$ cat src/acm_pkg.sv
package acm_pkg;

  // ----------------------------------------
  // Register offsets
  // ----------------------------------------
  localparam logic [7:0] PIN_DIRECTION_AND_MUTE_FORWARD_OFS = 8'h08;
  localparam logic [7:0] SERIAL_CLOCK_DIRECTION_POLARITY_OFS = 8'h09;
  localparam logic [7:0] MASTER_DIVIDER_RESET_CONTROL_OFS = 8'h0c;
  localparam logic [7:0] CLOCK_SOURCE_SELECT_OFS = 8'h0d;

  // ----------------------------------------
  // Field positions
  // ----------------------------------------
  localparam int PIN_TWO_OUTPUT_ENABLE_BIT = 5;
  localparam int MUTE_FORWARD_ENABLE_BIT = 4;
  localparam int PIN_ZERO_OUTPUT_ENABLE_BIT = 3;
  localparam int BIT_CLOCK_INVERT_BIT = 5;
  localparam int BIT_CLOCK_OUTPUT_ENABLE_BIT = 4;
  localparam int FRAME_CLOCK_OUTPUT_ENABLE_BIT = 0;
  localparam int BIT_CLOCK_DIVIDER_RUN_BIT = 1;
  localparam int FRAME_CLOCK_DIVIDER_RUN_BIT = 0;
  localparam int PLL_REFERENCE_SELECT_BIT = 4;
  localparam int DSP_CLOCK_SOURCE_LSB = 0;
  localparam int DSP_CLOCK_SOURCE_W = 3;

  // ----------------------------------------
  // Reset values
  // ----------------------------------------
  localparam logic PIN_TWO_OUTPUT_ENABLE_RST = 1'b0;
  localparam logic MUTE_FORWARD_ENABLE_RST = 1'b0;
  localparam logic PIN_ZERO_OUTPUT_ENABLE_RST = 1'b0;
  localparam logic BIT_CLOCK_INVERT_RST = 1'b0;
  localparam logic BIT_CLOCK_OUTPUT_ENABLE_RST = 1'b0;
  localparam logic FRAME_CLOCK_OUTPUT_ENABLE_RST = 1'b0;
  localparam logic BIT_CLOCK_DIVIDER_RUN_RST = 1'b0;
  localparam logic FRAME_CLOCK_DIVIDER_RUN_RST = 1'b1;
  localparam logic PLL_REFERENCE_SELECT_RST = 1'b0;
  localparam logic [2:0] DSP_CLOCK_SOURCE_RST = 3'h0;
  localparam logic [7:0] READ_ZERO = 8'h00;

  // ----------------------------------------
  // Timing and widths
  // ----------------------------------------
  localparam int MCLK_PERIOD_NS = 4;
  localparam int DIV_W = 8;

  typedef logic [DIV_W-1:0] acm_div_t;

  typedef struct packed {
    logic wr;
    logic rd;
    logic [7:0] addr;
    logic [7:0] wdata;
  } acm_reg_req_t;

  typedef struct packed {
    logic i;
    logic o;
    logic oe;
  } acm_pin_t;

endpackage : acm_pkg

$ cat src/acm_clock_divider.sv
`timescale 1ns/10ps
module acm_clock_divider
  import acm_pkg::*;
(
  input wire logic mclk,
  input wire logic rst_n,
  input wire logic run,
  input wire logic tick,
  input wire acm_pkg::acm_div_t ratio,
  output logic clk_out_q
);

  // Period is ratio+1 input ticks; high for the first half
  acm_div_t cnt_q;
  acm_div_t cnt_d;

  always_comb
  begin
    cnt_d = (cnt_q >= ratio) ? '0 : acm_div_t'(cnt_q + 1'b1);
  end

  // Held in reset the output parks low at once, cutting short any high phase in progress
  always_ff @(posedge mclk or negedge rst_n)
  begin
    if (!rst_n)
    begin
      cnt_q <= '0;
      clk_out_q <= 1'b0;
    end
    else if (!run)
    begin
      cnt_q <= '0;
      clk_out_q <= 1'b0;
    end
    else if (tick)
    begin
      cnt_q <= cnt_d;
      clk_out_q <= (cnt_d <= (ratio >> 1));
    end
  end

endmodule : acm_clock_divider

$ cat src/acm_serial_clock_ctrl.sv
`timescale 1ns/10ps
// Contract
// - Pin two is input when its enable bit is 0, driven when 1.
// - Mute request reaches the amplifier only while forwarding is enabled.
// - Pin zero is input when its enable bit is 0, driven when 1.
// - Invert 0 samples on bit clock rise; invert 1 samples on fall.
// - Bit clock output enable drives divided master clock out as master.
// - Frame clock output enable drives divided bit clock out as master.
// - Bit clock divider held in reset while its run bit is 0.
// - Frame clock divider held in reset while its run bit is 0.
// - PLL reference is master clock when select is 0, bit clock when 1.
module acm_serial_clock_ctrl
  import acm_pkg::*;
(
  input wire logic mclk,
  input wire logic rst_n,
  input wire acm_pkg::acm_reg_req_t reg_req,
  output logic [7:0] reg_rdata_q,
  input wire acm_pkg::acm_div_t bit_clock_div_ratio,
  input wire acm_pkg::acm_div_t frame_clock_div_ratio,
  input wire logic dac_mute_req,
  output logic amp_mute_q,
  input wire logic general_pin_two_i,
  output logic general_pin_two_o,
  output logic general_pin_two_oe,
  input wire logic pin_two_drive_val,
  output logic pin_two_in_q,
  input wire logic general_pin_zero_i,
  output logic general_pin_zero_o,
  output logic general_pin_zero_oe,
  input wire logic pin_zero_drive_val,
  output logic pin_zero_in_q,
  input wire logic bit_clock_i,
  output logic bit_clock_o,
  output logic bit_clock_oe,
  input wire logic frame_clock_i,
  output logic frame_clock_o,
  output logic frame_clock_oe,
  input wire logic serial_data_i,
  output logic data_valid_q,
  output logic data_bit_q,
  output logic frame_level_q,
  output logic pll_ref_bit_clock_q,
  output logic [2:0] dsp_clock_source_q
);

  import acm_pkg::*;

  // ----------------------------------------
  // Control registers
  // ----------------------------------------
  logic pin_two_output_enable_q;
  logic mute_forward_enable_q;
  logic pin_zero_output_enable_q;
  logic bit_clock_invert_q;
  logic bit_clock_output_enable_q;
  logic frame_clock_output_enable_q;
  logic bit_clock_divider_run_q;
  logic frame_clock_divider_run_q;
  logic pll_reference_select_q;
  logic [2:0] dsp_clock_source_select_q;

  logic wr_pin;
  logic wr_clk;
  logic wr_div;
  logic wr_src;

  assign wr_pin = reg_req.wr && (reg_req.addr == PIN_DIRECTION_AND_MUTE_FORWARD_OFS);
  assign wr_clk = reg_req.wr && (reg_req.addr == SERIAL_CLOCK_DIRECTION_POLARITY_OFS);
  assign wr_div = reg_req.wr && (reg_req.addr == MASTER_DIVIDER_RESET_CONTROL_OFS);
  assign wr_src = reg_req.wr && (reg_req.addr == CLOCK_SOURCE_SELECT_OFS);

  always_ff @(posedge mclk or negedge rst_n)
  begin
    if (!rst_n)
    begin
      pin_two_output_enable_q <= PIN_TWO_OUTPUT_ENABLE_RST;
      mute_forward_enable_q <= MUTE_FORWARD_ENABLE_RST;
      pin_zero_output_enable_q <= PIN_ZERO_OUTPUT_ENABLE_RST;
    end
    else if (wr_pin)
    begin
      pin_two_output_enable_q <= reg_req.wdata[PIN_TWO_OUTPUT_ENABLE_BIT];
      mute_forward_enable_q <= reg_req.wdata[MUTE_FORWARD_ENABLE_BIT];
      pin_zero_output_enable_q <= reg_req.wdata[PIN_ZERO_OUTPUT_ENABLE_BIT];
    end
  end

  always_ff @(posedge mclk or negedge rst_n)
  begin
    if (!rst_n)
    begin
      bit_clock_invert_q <= BIT_CLOCK_INVERT_RST;
      bit_clock_output_enable_q <= BIT_CLOCK_OUTPUT_ENABLE_RST;
      frame_clock_output_enable_q <= FRAME_CLOCK_OUTPUT_ENABLE_RST;
    end
    else if (wr_clk)
    begin
      bit_clock_invert_q <= reg_req.wdata[BIT_CLOCK_INVERT_BIT];
      bit_clock_output_enable_q <= reg_req.wdata[BIT_CLOCK_OUTPUT_ENABLE_BIT];
      frame_clock_output_enable_q <= reg_req.wdata[FRAME_CLOCK_OUTPUT_ENABLE_BIT];
    end
  end

  always_ff @(posedge mclk or negedge rst_n)
  begin
    if (!rst_n)
    begin
      bit_clock_divider_run_q <= BIT_CLOCK_DIVIDER_RUN_RST;
      frame_clock_divider_run_q <= FRAME_CLOCK_DIVIDER_RUN_RST;
    end
    else if (wr_div)
    begin
      bit_clock_divider_run_q <= reg_req.wdata[BIT_CLOCK_DIVIDER_RUN_BIT];
      frame_clock_divider_run_q <= reg_req.wdata[FRAME_CLOCK_DIVIDER_RUN_BIT];
    end
  end

  always_ff @(posedge mclk or negedge rst_n)
  begin
    if (!rst_n)
    begin
      pll_reference_select_q <= PLL_REFERENCE_SELECT_RST;
      dsp_clock_source_select_q <= DSP_CLOCK_SOURCE_RST;
    end
    else if (wr_src)
    begin
      pll_reference_select_q <= reg_req.wdata[PLL_REFERENCE_SELECT_BIT];
      dsp_clock_source_select_q <=
        reg_req.wdata[DSP_CLOCK_SOURCE_LSB +: DSP_CLOCK_SOURCE_W];
    end
  end

  // ----------------------------------------
  // Read path
  // ----------------------------------------
  // Reserved bits read as zero; unmapped offsets return zero
  logic [7:0] rd_d;

  always_comb
  begin
    rd_d = READ_ZERO;
    unique case (reg_req.addr)
      PIN_DIRECTION_AND_MUTE_FORWARD_OFS:
      begin
        rd_d[PIN_TWO_OUTPUT_ENABLE_BIT] = pin_two_output_enable_q;
        rd_d[MUTE_FORWARD_ENABLE_BIT] = mute_forward_enable_q;
        rd_d[PIN_ZERO_OUTPUT_ENABLE_BIT] = pin_zero_output_enable_q;
      end
      SERIAL_CLOCK_DIRECTION_POLARITY_OFS:
      begin
        rd_d[BIT_CLOCK_INVERT_BIT] = bit_clock_invert_q;
        rd_d[BIT_CLOCK_OUTPUT_ENABLE_BIT] = bit_clock_output_enable_q;
        rd_d[FRAME_CLOCK_OUTPUT_ENABLE_BIT] = frame_clock_output_enable_q;
      end
      MASTER_DIVIDER_RESET_CONTROL_OFS:
      begin
        rd_d[BIT_CLOCK_DIVIDER_RUN_BIT] = bit_clock_divider_run_q;
        rd_d[FRAME_CLOCK_DIVIDER_RUN_BIT] = frame_clock_divider_run_q;
      end
      CLOCK_SOURCE_SELECT_OFS:
      begin
        rd_d[PLL_REFERENCE_SELECT_BIT] = pll_reference_select_q;
        rd_d[DSP_CLOCK_SOURCE_LSB +: DSP_CLOCK_SOURCE_W] = dsp_clock_source_select_q;
      end
      default:
      begin
        rd_d = READ_ZERO;
      end
    endcase
  end

  always_ff @(posedge mclk or negedge rst_n)
  begin
    if (!rst_n)
      reg_rdata_q <= READ_ZERO;
    else if (reg_req.rd)
      reg_rdata_q <= rd_d;
  end

  // ----------------------------------------
  // General pins and mute forwarding
  // ----------------------------------------
  assign general_pin_two_oe = pin_two_output_enable_q;
  assign general_pin_zero_oe = pin_zero_output_enable_q;
  assign pll_ref_bit_clock_q = pll_reference_select_q;
  assign dsp_clock_source_q = dsp_clock_source_select_q;

  always_ff @(posedge mclk or negedge rst_n)
  begin
    if (!rst_n)
    begin
      general_pin_two_o <= 1'b0;
      general_pin_zero_o <= 1'b0;
      pin_two_in_q <= 1'b0;
      pin_zero_in_q <= 1'b0;
      amp_mute_q <= 1'b0;
    end
    else
    begin
      general_pin_two_o <= pin_two_drive_val;
      general_pin_zero_o <= pin_zero_drive_val;
      pin_two_in_q <= general_pin_two_i;
      pin_zero_in_q <= general_pin_zero_i;
      amp_mute_q <= dac_mute_req && mute_forward_enable_q;
    end
  end

  // ----------------------------------------
  // Master-mode clock generation
  // ----------------------------------------
  logic bclk_gen;
  logic fclk_gen;
  logic bclk_gen_prev_q;
  logic bclk_gen_fall;

  assign bclk_gen_fall = bclk_gen_prev_q && !bclk_gen;

  acm_clock_divider u_bit_div
  (
    .mclk(mclk),
    .rst_n(rst_n),
    .run(bit_clock_divider_run_q),
    .tick(1'b1),
    .ratio(bit_clock_div_ratio),
    .clk_out_q(bclk_gen)
  );

  // Frame divider advances on generated bit clock falls only
  acm_clock_divider u_frame_div
  (
    .mclk(mclk),
    .rst_n(rst_n),
    .run(frame_clock_divider_run_q),
    .tick(bclk_gen_fall),
    .ratio(frame_clock_div_ratio),
    .clk_out_q(fclk_gen)
  );

  assign bit_clock_o = bclk_gen;
  assign bit_clock_oe = bit_clock_output_enable_q;
  assign frame_clock_o = fclk_gen;
  assign frame_clock_oe = frame_clock_output_enable_q;

  // ----------------------------------------
  // Serial data capture
  // ----------------------------------------
  // Master or slave bit clock picked per pin direction
  logic bck_cur;
  logic frame_cur;
  logic bck_prev_q;
  logic sample_edge;

  assign bck_cur = bit_clock_output_enable_q ? bclk_gen : bit_clock_i;
  assign frame_cur = frame_clock_output_enable_q ? fclk_gen : frame_clock_i;
  // Data changes on the opposite edge, so sample on the other one
  assign sample_edge = (bck_cur != bck_prev_q) && (bck_cur == !bit_clock_invert_q);

  always_ff @(posedge mclk or negedge rst_n)
  begin
    if (!rst_n)
    begin
      bck_prev_q <= 1'b0;
      bclk_gen_prev_q <= 1'b0;
      data_valid_q <= 1'b0;
      data_bit_q <= 1'b0;
      frame_level_q <= 1'b0;
    end
    else
    begin
      bck_prev_q <= bck_cur;
      bclk_gen_prev_q <= bclk_gen;
      data_valid_q <= sample_edge;
      if (sample_edge)
      begin
        data_bit_q <= serial_data_i;
        frame_level_q <= frame_cur;
      end
    end
  end
endmodule : acm_serial_clock_ctrl

$ cat config.mk
export PLATFORM = sky130hd
export DESIGN_NAME = acm_serial_clock_ctrl
export DESIGN_NICKNAME = d
export VERILOG_FILES = /design/src/acm_pkg.sv /design/src/acm_clock_divider.sv /design/src/acm_serial_clock_ctrl.sv
export SDC_FILE = /design/constraint.sdc
export NUM_CORES = 1
export LEC_CHECK = 0
export BUFFER_PORTS_ARGS = -buffer_cell sky130_fd_sc_hd__buf_2
export CAP_MARGIN = 30
export CORE_MARGIN = 10
export CORE_UTILIZATION = 35
export DETAILED_ROUTE_END_ITERATION = 16
export GPL_TIMING_DRIVEN = 0
export RECOVER_POWER = 25
export SYNTH_ARGS = -nofsm -noshare
export SYNTH_HDL_FRONTEND = slang
export SYNTH_SLANG_ARGS = --single-unit
$ cat constraint.sdc
create_clock -name mclk -period 5.4 [get_ports mclk]
set_clock_uncertainty 0.1 [all_clocks]
set_input_delay 1.08 -clock mclk [delete_from_list [all_inputs] [get_ports mclk]]
set_output_delay 1.08 -clock mclk [all_outputs]
set_load 0.01 [all_outputs]
Word-level counts from Yosys, hierarchy flattened
Index checks and enable logic that the tools add are counted.

cells by class
  add/subtract/negate cells = 2
  multipliers = 0
  div/mod/pow operators = 0
  order comparisons = 4
  equality and inequality tests = 7
  shift operators = 0
  mux-type cells = 16
  bitwise gates (word level) = 0
  reduce and logical (&&, ||, !) cells = 9

operators by type and width
  operator             number
  $mux 8               5
  $eq 8x4->1 const B   4
  $add 8x1->8 const B  2
  $ge 8x8->1           2
  $le 8x7->1           2
  $logic_and 1x1->1    7
  $mux 1               7
  $pmux 1 s3           2
  $pmux 1 s2           2
  $logic_not 1->1      2
  $ne 2x1->1 const B   1
  $eq 1x1->1           1
  $ne 1x1->1           1

word-level totals
  flip-flop bits (word level) = 46
  bits in latches = 0
  RAM bits = 0
  memory bits (read-only) = 0
  bits of input ports = 44
  output and inout bits = 26
  word-level logic and storage cells = 63
  memories = 0

Longest topological paths before layout
  word-level depth = 5
  gate-level depth with buffers = 13
  depth with buffers taken out = 13

Modules after synthesis
From an unflattened synthesis, not the netlist that was laid out.

unflattened totals
  cells, all modules = 317
  area total of the unflattened synthesis = 3155.5 um^2

modules (own cells, without submodules)
  module                           times used  cells an instance  area each (um^2)  seq. area each (um^2)
  acm_serial_clock_ctrl            1           90                 1204.9            701.9
  acm_clock_divider (u_frame_div)  1           114                978.4             225.2
  acm_clock_divider (u_bit_div)    1           113                972.2             225.2

Worst setup path after synthesis
Ideal clock, no wire load.

  path kind = input port to flip-flop
  start = in bit_clock_div_ratio[0]
  end = reg u_bit_div.clk_out_q
  library setup time = 65 ps
  data arrival time = 3478 ps
  data required time = 5235 ps
  setup slack = 1756 ps
  stages = 11
  buffers on the path = 0
  cells stage by stage = ha_1 nand2b_1 a211o_1 a211oi_1 o21ai_1 nor2_1 ha_1 a21o_1 a21o_1 a2111oi_0 o221a_2

between the ends
  cells in the longest elaborated chain, start to end = 4

RTL lines
  element               line                         text
  from (decl)           acm_serial_clock_ctrl.sv:19  input wire acm_pkg::acm_div_t bit_clock_div_ratio,
  $ge 8x8->1            acm_clock_divider.sv:19      cnt_d = (cnt_q >= ratio) ? '0 : acm_div_t'(cnt_q + 1'b1);
  $mux 8                acm_clock_divider.sv:19
  $le 8x7->1            acm_clock_divider.sv:38      clk_out_q <= (cnt_d <= (ratio >> 1));
  $mux 1                acm_clock_divider.sv:30      else if (!run)
  to (signal assigned)  acm_clock_divider.sv:38
  to (decl)             acm_clock_divider.sv:10      output logic clk_out_q

No other way between the ends.
A chain may end at the register's enable or synchronous reset.

Worst setup path after layout
Ends and elaborated chain as after synthesis.

==> run_summary.xml <==
<?xml version="1.0" encoding="UTF-8"?>
<metrics>
  <group name="run_status">
    <metric name="result_of_the_run" unit="">finished, violations left</metric>
    <metric name="failed_checks" unit="">max-capacitance violations, max-slew violations</metric>
  </group>
  <group name="clock_network">
    <metric name="cts_htree_levels" unit="">2</metric>
    <metric name="holdBufCountCts" unit="">0</metric>
    <metric name="cts_inserted_buffers" unit="">5</metric>
    <metric name="cts_post_setup_buffers_inserted" unit="">0</metric>
    <metric name="cts.repair.resized" unit="">0</metric>
    <metric name="cts-root-buf" unit="">sky130_fd_sc_hd__clkbuf_8</metric>
    <metric name="clock_latency_reported_for_the_late_side_of_the_worst_skew_pair" unit="ns">0.30</metric>
    <metric name="clkSlewWorstSetupHoldPaths" unit="ns">0.08</metric>
    <metric name="cts.sinks" unit="">46</metric>
    <metric name="cts.path.max_buffers" unit="">2</metric>
    <metric name="tritoncts" unit="">yes</metric>
  </group>
  <group name="layout">
    <metric name="final_cell_mix" unit="">65 x sky130_fd_sc_hd__buf_2, 45 x sky130_fd_sc_hd__dfrtp_1, 34 x sky130_fd_sc_hd__nor2_1</metric>
    <metric name="mostFrequentLayoutCell" unit="">sky130_fd_sc_hd__buf_2</metric>
    <metric name="final_nets" unit="">439</metric>
    <metric name="syn2layout_area_growth" unit="%">19.2</metric>
    <metric name="num_antenna_cells" unit="">0</metric>
    <metric name="post_route_cells_drive_above_1_share" unit="%">28.3</metric>
  </group>
  <group name="route">
    <metric name="dr.first_iter.drc_count" unit="">74</metric>
    <metric name="post-route-drc-count" unit="">0</metric>
    <metric name="wl_per_cell" unit="µm">14.3</metric>
    <metric name="drtPass1Iterations" unit="">4</metric>
    <metric name="average_via_count_per_standard_cell" unit="">4.88</metric>
    <metric name="wirelength" unit="mm">6.68</metric>
    <metric name="antenna_violating_nets_left" unit="">0</metric>
    <metric name="num_vias" unit="">2272</metric>
  </group>
  <group name="sta">
    <metric name="maxClockFrequency" unit="MHz">250</metric>
    <metric name="slew_headroom" unit="%">-10.4</metric>
    <metric name="setup_repair_after_global_routing_missed_its_margin" unit="">no</metric>
    <metric name="setup_viol_count_final" unit="">0</metric>
    <metric name="setup-tns-final" unit="ns">0</metric>
    <metric name="maxSlewViolCount" unit="">32</metric>
    <metric name="final-hold-violation-count" unit="">0</metric>
    <metric name="post_route_worst_setup_slack" unit="ns">1.39</metric>
    <metric name="final_min_period_over_clock_period" unit="%">74.2</metric>
    <metric name="worst-slew-pin-transition" unit="ns">1.66</metric>
    <metric name="timing.final.crit_period" unit="ns">4.01</metric>
  </group>
  <group name="die">
    <metric name="die_area" unit="mm²">0.0122</metric>
    <metric name="die_h" unit="µm">111</metric>
    <metric name="rows" unit="">32</metric>
    <metric name="placeableCoreArea" unit="mm²">0.00785</metric>
    <metric name="boundaryPins" unit="">70</metric>
    <metric name="initial_utilization" unit="%">36.6</metric>
    <metric name="die_w" unit="µm">111</metric>
  </group>
  <group name="min_path">
    <metric name="worstHoldPathCells" unit="">0</metric>
    <metric name="hold_class" unit="">flop to flop</metric>
    <metric name="hold_end" unit="">bclk_gen_prev_q</metric>
    <metric name="min-delay-start" unit="">u_bit_div.clk_out_q</metric>
  </group>
  <group name="logic_synthesis">
    <metric name="number_of_register_bits_inferred_by_synthesis" unit="">46</metric>
    <metric name="synth_area" unit="mm²">0.00287</metric>
    <metric name="synth-edff-count" unit="">0</metric>
    <metric name="ys_dominant_reg_cell" unit="">sky130_fd_sc_hd__dfrtp_1</metric>
    <metric name="post_synth.cell_area_avg" unit="µm²">9.94</metric>
    <metric name="ys_async_sr_fraction" unit="%">100</metric>
    <metric name="synth.yosys.seq_area_share" unit="%">40.1</metric>
    <metric name="post_synth_inst_count" unit="">289</metric>
    <metric name="yosys_warnings" unit="">0</metric>
    <metric name="synth_cell_types" unit="">52</metric>
  </group>
  <group name="worst_setup_path">
    <metric name="critPathLaunchType" unit="">primary input</metric>
    <metric name="worst-path-max-fanout" unit="">8</metric>
    <metric name="timing.setup.critical_path_class" unit="">primary input to flop</metric>
    <metric name="worst_r2r_startpoint" unit="">u_bit_div.cnt_q[0]</metric>
    <metric name="r2r-end" unit="">u_bit_div.clk_out_q</metric>
    <metric name="worstPathCellList" unit="">buf_2 -&gt; ha_1 -&gt; nand2b_1 -&gt; a211o_1 -&gt; a211oi_1 -&gt; o21ai_1 -&gt; nor2_1 -&gt; ha_1 -&gt; a21o_1 -&gt; a21o_1 -&gt; a2111oi_0 -&gt; o221a_2</metric>
    <metric name="timing.critical_path.to_type" unit="">flop</metric>
    <metric name="worst_ep_arrival_time" unit="ns">4.14</metric>
    <metric name="critPathSlowestCell" unit="">sky130_fd_sc_hd__a2111oi_0</metric>
    <metric name="slack_of_the_worst_reg_to_reg_path" unit="ns">1.84</metric>
    <metric name="worst_path_largest_cell_delay" unit="ns">0.55</metric>
    <metric name="timing.reg2reg.worst_path_depth" unit="">12</metric>
    <metric name="critPathRequiredTime" unit="ns">5.53</metric>
  </group>
  <group name="place">
    <metric name="count_of_buffers_inserted_at_the_top_level_ports" unit="">65</metric>
    <metric name="dp_hpwl" unit="mm">5.52</metric>
    <metric name="place_congestion" unit="">0.826</metric>
    <metric name="pre_cts_slack" unit="ns">1.06</metric>
  </group>
  <group name="power">
    <metric name="totalPowerFinal" unit="W">0.000660</metric>
    <metric name="total_leakage_power" unit="nW">1.76</metric>
    <metric name="vdd_drop_max" unit="V">0.000191</metric>
    <metric name="power.density" unit="mW/mm²">193</metric>
  </group>
  <group name="global_route">
    <metric name="grt_pass1_vias" unit="">2323</metric>
    <metric name="antenna_found_initial" unit="">0</metric>
    <metric name="global_route.overflow_total" unit="">0</metric>
    <metric name="groute.usage.overall" unit="%">10.5</metric>
    <metric name="maximum_number_of_pins_on_one_net_before_global_route_repair" unit="">32</metric>
    <metric name="grt_pass1_wl" unit="mm">11.2</metric>
  </group>
  <group name="job">
    <metric name="maxCapViolations" unit="">1</metric>
  </group>
</metrics>
## layer usage
metal	vias to the layer above	GRT usage [%]	part of all wire (%)
met5	-	0	0
met4	0	2.33	0.54
met3	6	2.92	5.1
met2	44	18.2	50
met1	1066	12.6	45
li1	1156	-	-
## per-stage QoR
step,hold slack [ns],utilization (%),instances,cell area (µm²)
floorplan,0.347,-,290,2880
global placement,0.319,42.4,457,3330
detailed placement,0.323,42.7,458,3350
CTS,0.344,43.8,466,3440
global route,0.369,43.6,466,3420
finish,0.333,43.6,466,3420
## cells by family (layout without fill, tap and decap cells)
family	Yosys count	in the layout	synth area share, %
AOI/OAI and AO/OA	46	46	11.7
xor gates and xnor gates	11	11	3.36
adders and majority gates	32	32	13.9
buffers and inverters	36	110	5.01
DFF	46	46	40.1
muxes	19	19	7.41
other	1	2	0.131
and+or+nand+nor	98	98	18.3
## Yosys cell counts (2+ instances only)
| master | instances | area share, % |
|---|---|---|
| sky130_fd_sc_hd__dfrtp_1 | 45 | 39 |
| sky130_fd_sc_hd__nor2_1 | 34 | 4.4 |
| sky130_fd_sc_hd__ha_1 | 32 | 14 |
| sky130_fd_sc_hd__inv_1 | 28 | 3.7 |
| sky130_fd_sc_hd__mux2_2 | 18 | 7.1 |
| sky130_fd_sc_hd__nand2_1 | 15 | 2.0 |
| sky130_fd_sc_hd__nand3_1 | 15 | 2.6 |
| sky130_fd_sc_hd__o21ai_0 | 7 | 1.2 |
| sky130_fd_sc_hd__xnor2_1 | 7 | 2.1 |
| sky130_fd_sc_hd__o22ai_1 | 6 | 1.3 |
| sky130_fd_sc_hd__and3_1 | 5 | 1.1 |
| sky130_fd_sc_hd__clkbuf_1 | 5 | 0.65 |
| sky130_fd_sc_hd__a21oi_1 | 4 | 0.70 |
| sky130_fd_sc_hd__nand4_1 | 4 | 0.87 |
| sky130_fd_sc_hd__o21a_1 | 4 | 1.0 |
| sky130_fd_sc_hd__xor2_1 | 4 | 1.2 |
| sky130_fd_sc_hd__a21o_1 | 3 | 0.78 |
| sky130_fd_sc_hd__a31oi_1 | 3 | 0.65 |
| sky130_fd_sc_hd__nand2b_1 | 3 | 0.65 |
| sky130_fd_sc_hd__nor2b_1 | 3 | 0.65 |
| sky130_fd_sc_hd__o31ai_1 | 3 | 0.78 |
| sky130_fd_sc_hd__a211oi_1 | 2 | 0.52 |
| sky130_fd_sc_hd__a21boi_0 | 2 | 0.52 |
| sky130_fd_sc_hd__and2_1 | 2 | 0.44 |
| sky130_fd_sc_hd__buf_4 | 2 | 0.52 |
| sky130_fd_sc_hd__nand3b_1 | 2 | 0.52 |
| sky130_fd_sc_hd__nor3_1 | 2 | 0.35 |
| sky130_fd_sc_hd__nor3b_1 | 2 | 0.52 |
| sky130_fd_sc_hd__o211ai_1 | 2 | 0.52 |
| sky130_fd_sc_hd__o21ai_1 | 2 | 0.35 |
| sky130_fd_sc_hd__or4_1 | 2 | 0.52 |
## worst max-delay path: cells and delay by family
family / cells / cell delay [ns]
fa+ha+maj: 2 / 0.53
simple gates: 2 / 0.31
buf+inv: 1 / 0.10
compound gates: 7 / 2.12
## cell type report
| class | count | area (µm²) |
|---|---|---|
| Multi-Input combinational cell | 208 | 1580 |
| Tap cell | 102 | 128 |
| Sequential cell | 46 | 1150 |
| Fill cell | 797 | 4430 |
| Buffer | 8 | 38.8 |
| Inverter | 28 | 105 |
| Timing Repair Buffer | 66 | 328 |
| Clock inverter | 1 | 5.00 |
| Clock buffer | 7 | 86.3 |
## where the power goes
part / switching [W] / internal (W) / total [W] / leakage (nW)
logic: 0.0000447 / 0.0000381 / 0.0000828 / 1.09
clock network: 0.000113 / 0.000103 / 0.000216 / 0.0482
registers: 0.00000664 / 0.000354 / 0.000361 / 0.619
## registers in the layout (all words and copies together) (netlist names), 3 cells and up
signal	flops
reg_rdata_q	6
dsp_clock_source_q	3
u_bit_div.cnt_q	8
u_frame_div.cnt_q	8
## how the worst max path moves through the flow
stage,start,endpoint,depth (start not counted)
2_1_floorplan,bit_clock_div_ratio[0],u_bit_div.clk_out_q,11
3_3_place_gp,bit_clock_div_ratio[0],u_bit_div.clk_out_q,12
3_5_place_dp,bit_clock_div_ratio[0],u_bit_div.clk_out_q,12
4_1_cts,bit_clock_div_ratio[0],u_bit_div.clk_out_q,12
5_1_grt,bit_clock_div_ratio[0],u_bit_div.clk_out_q,12
6_report,bit_clock_div_ratio[0],u_bit_div.clk_out_q,12
(Power assumes the default switching activity.)
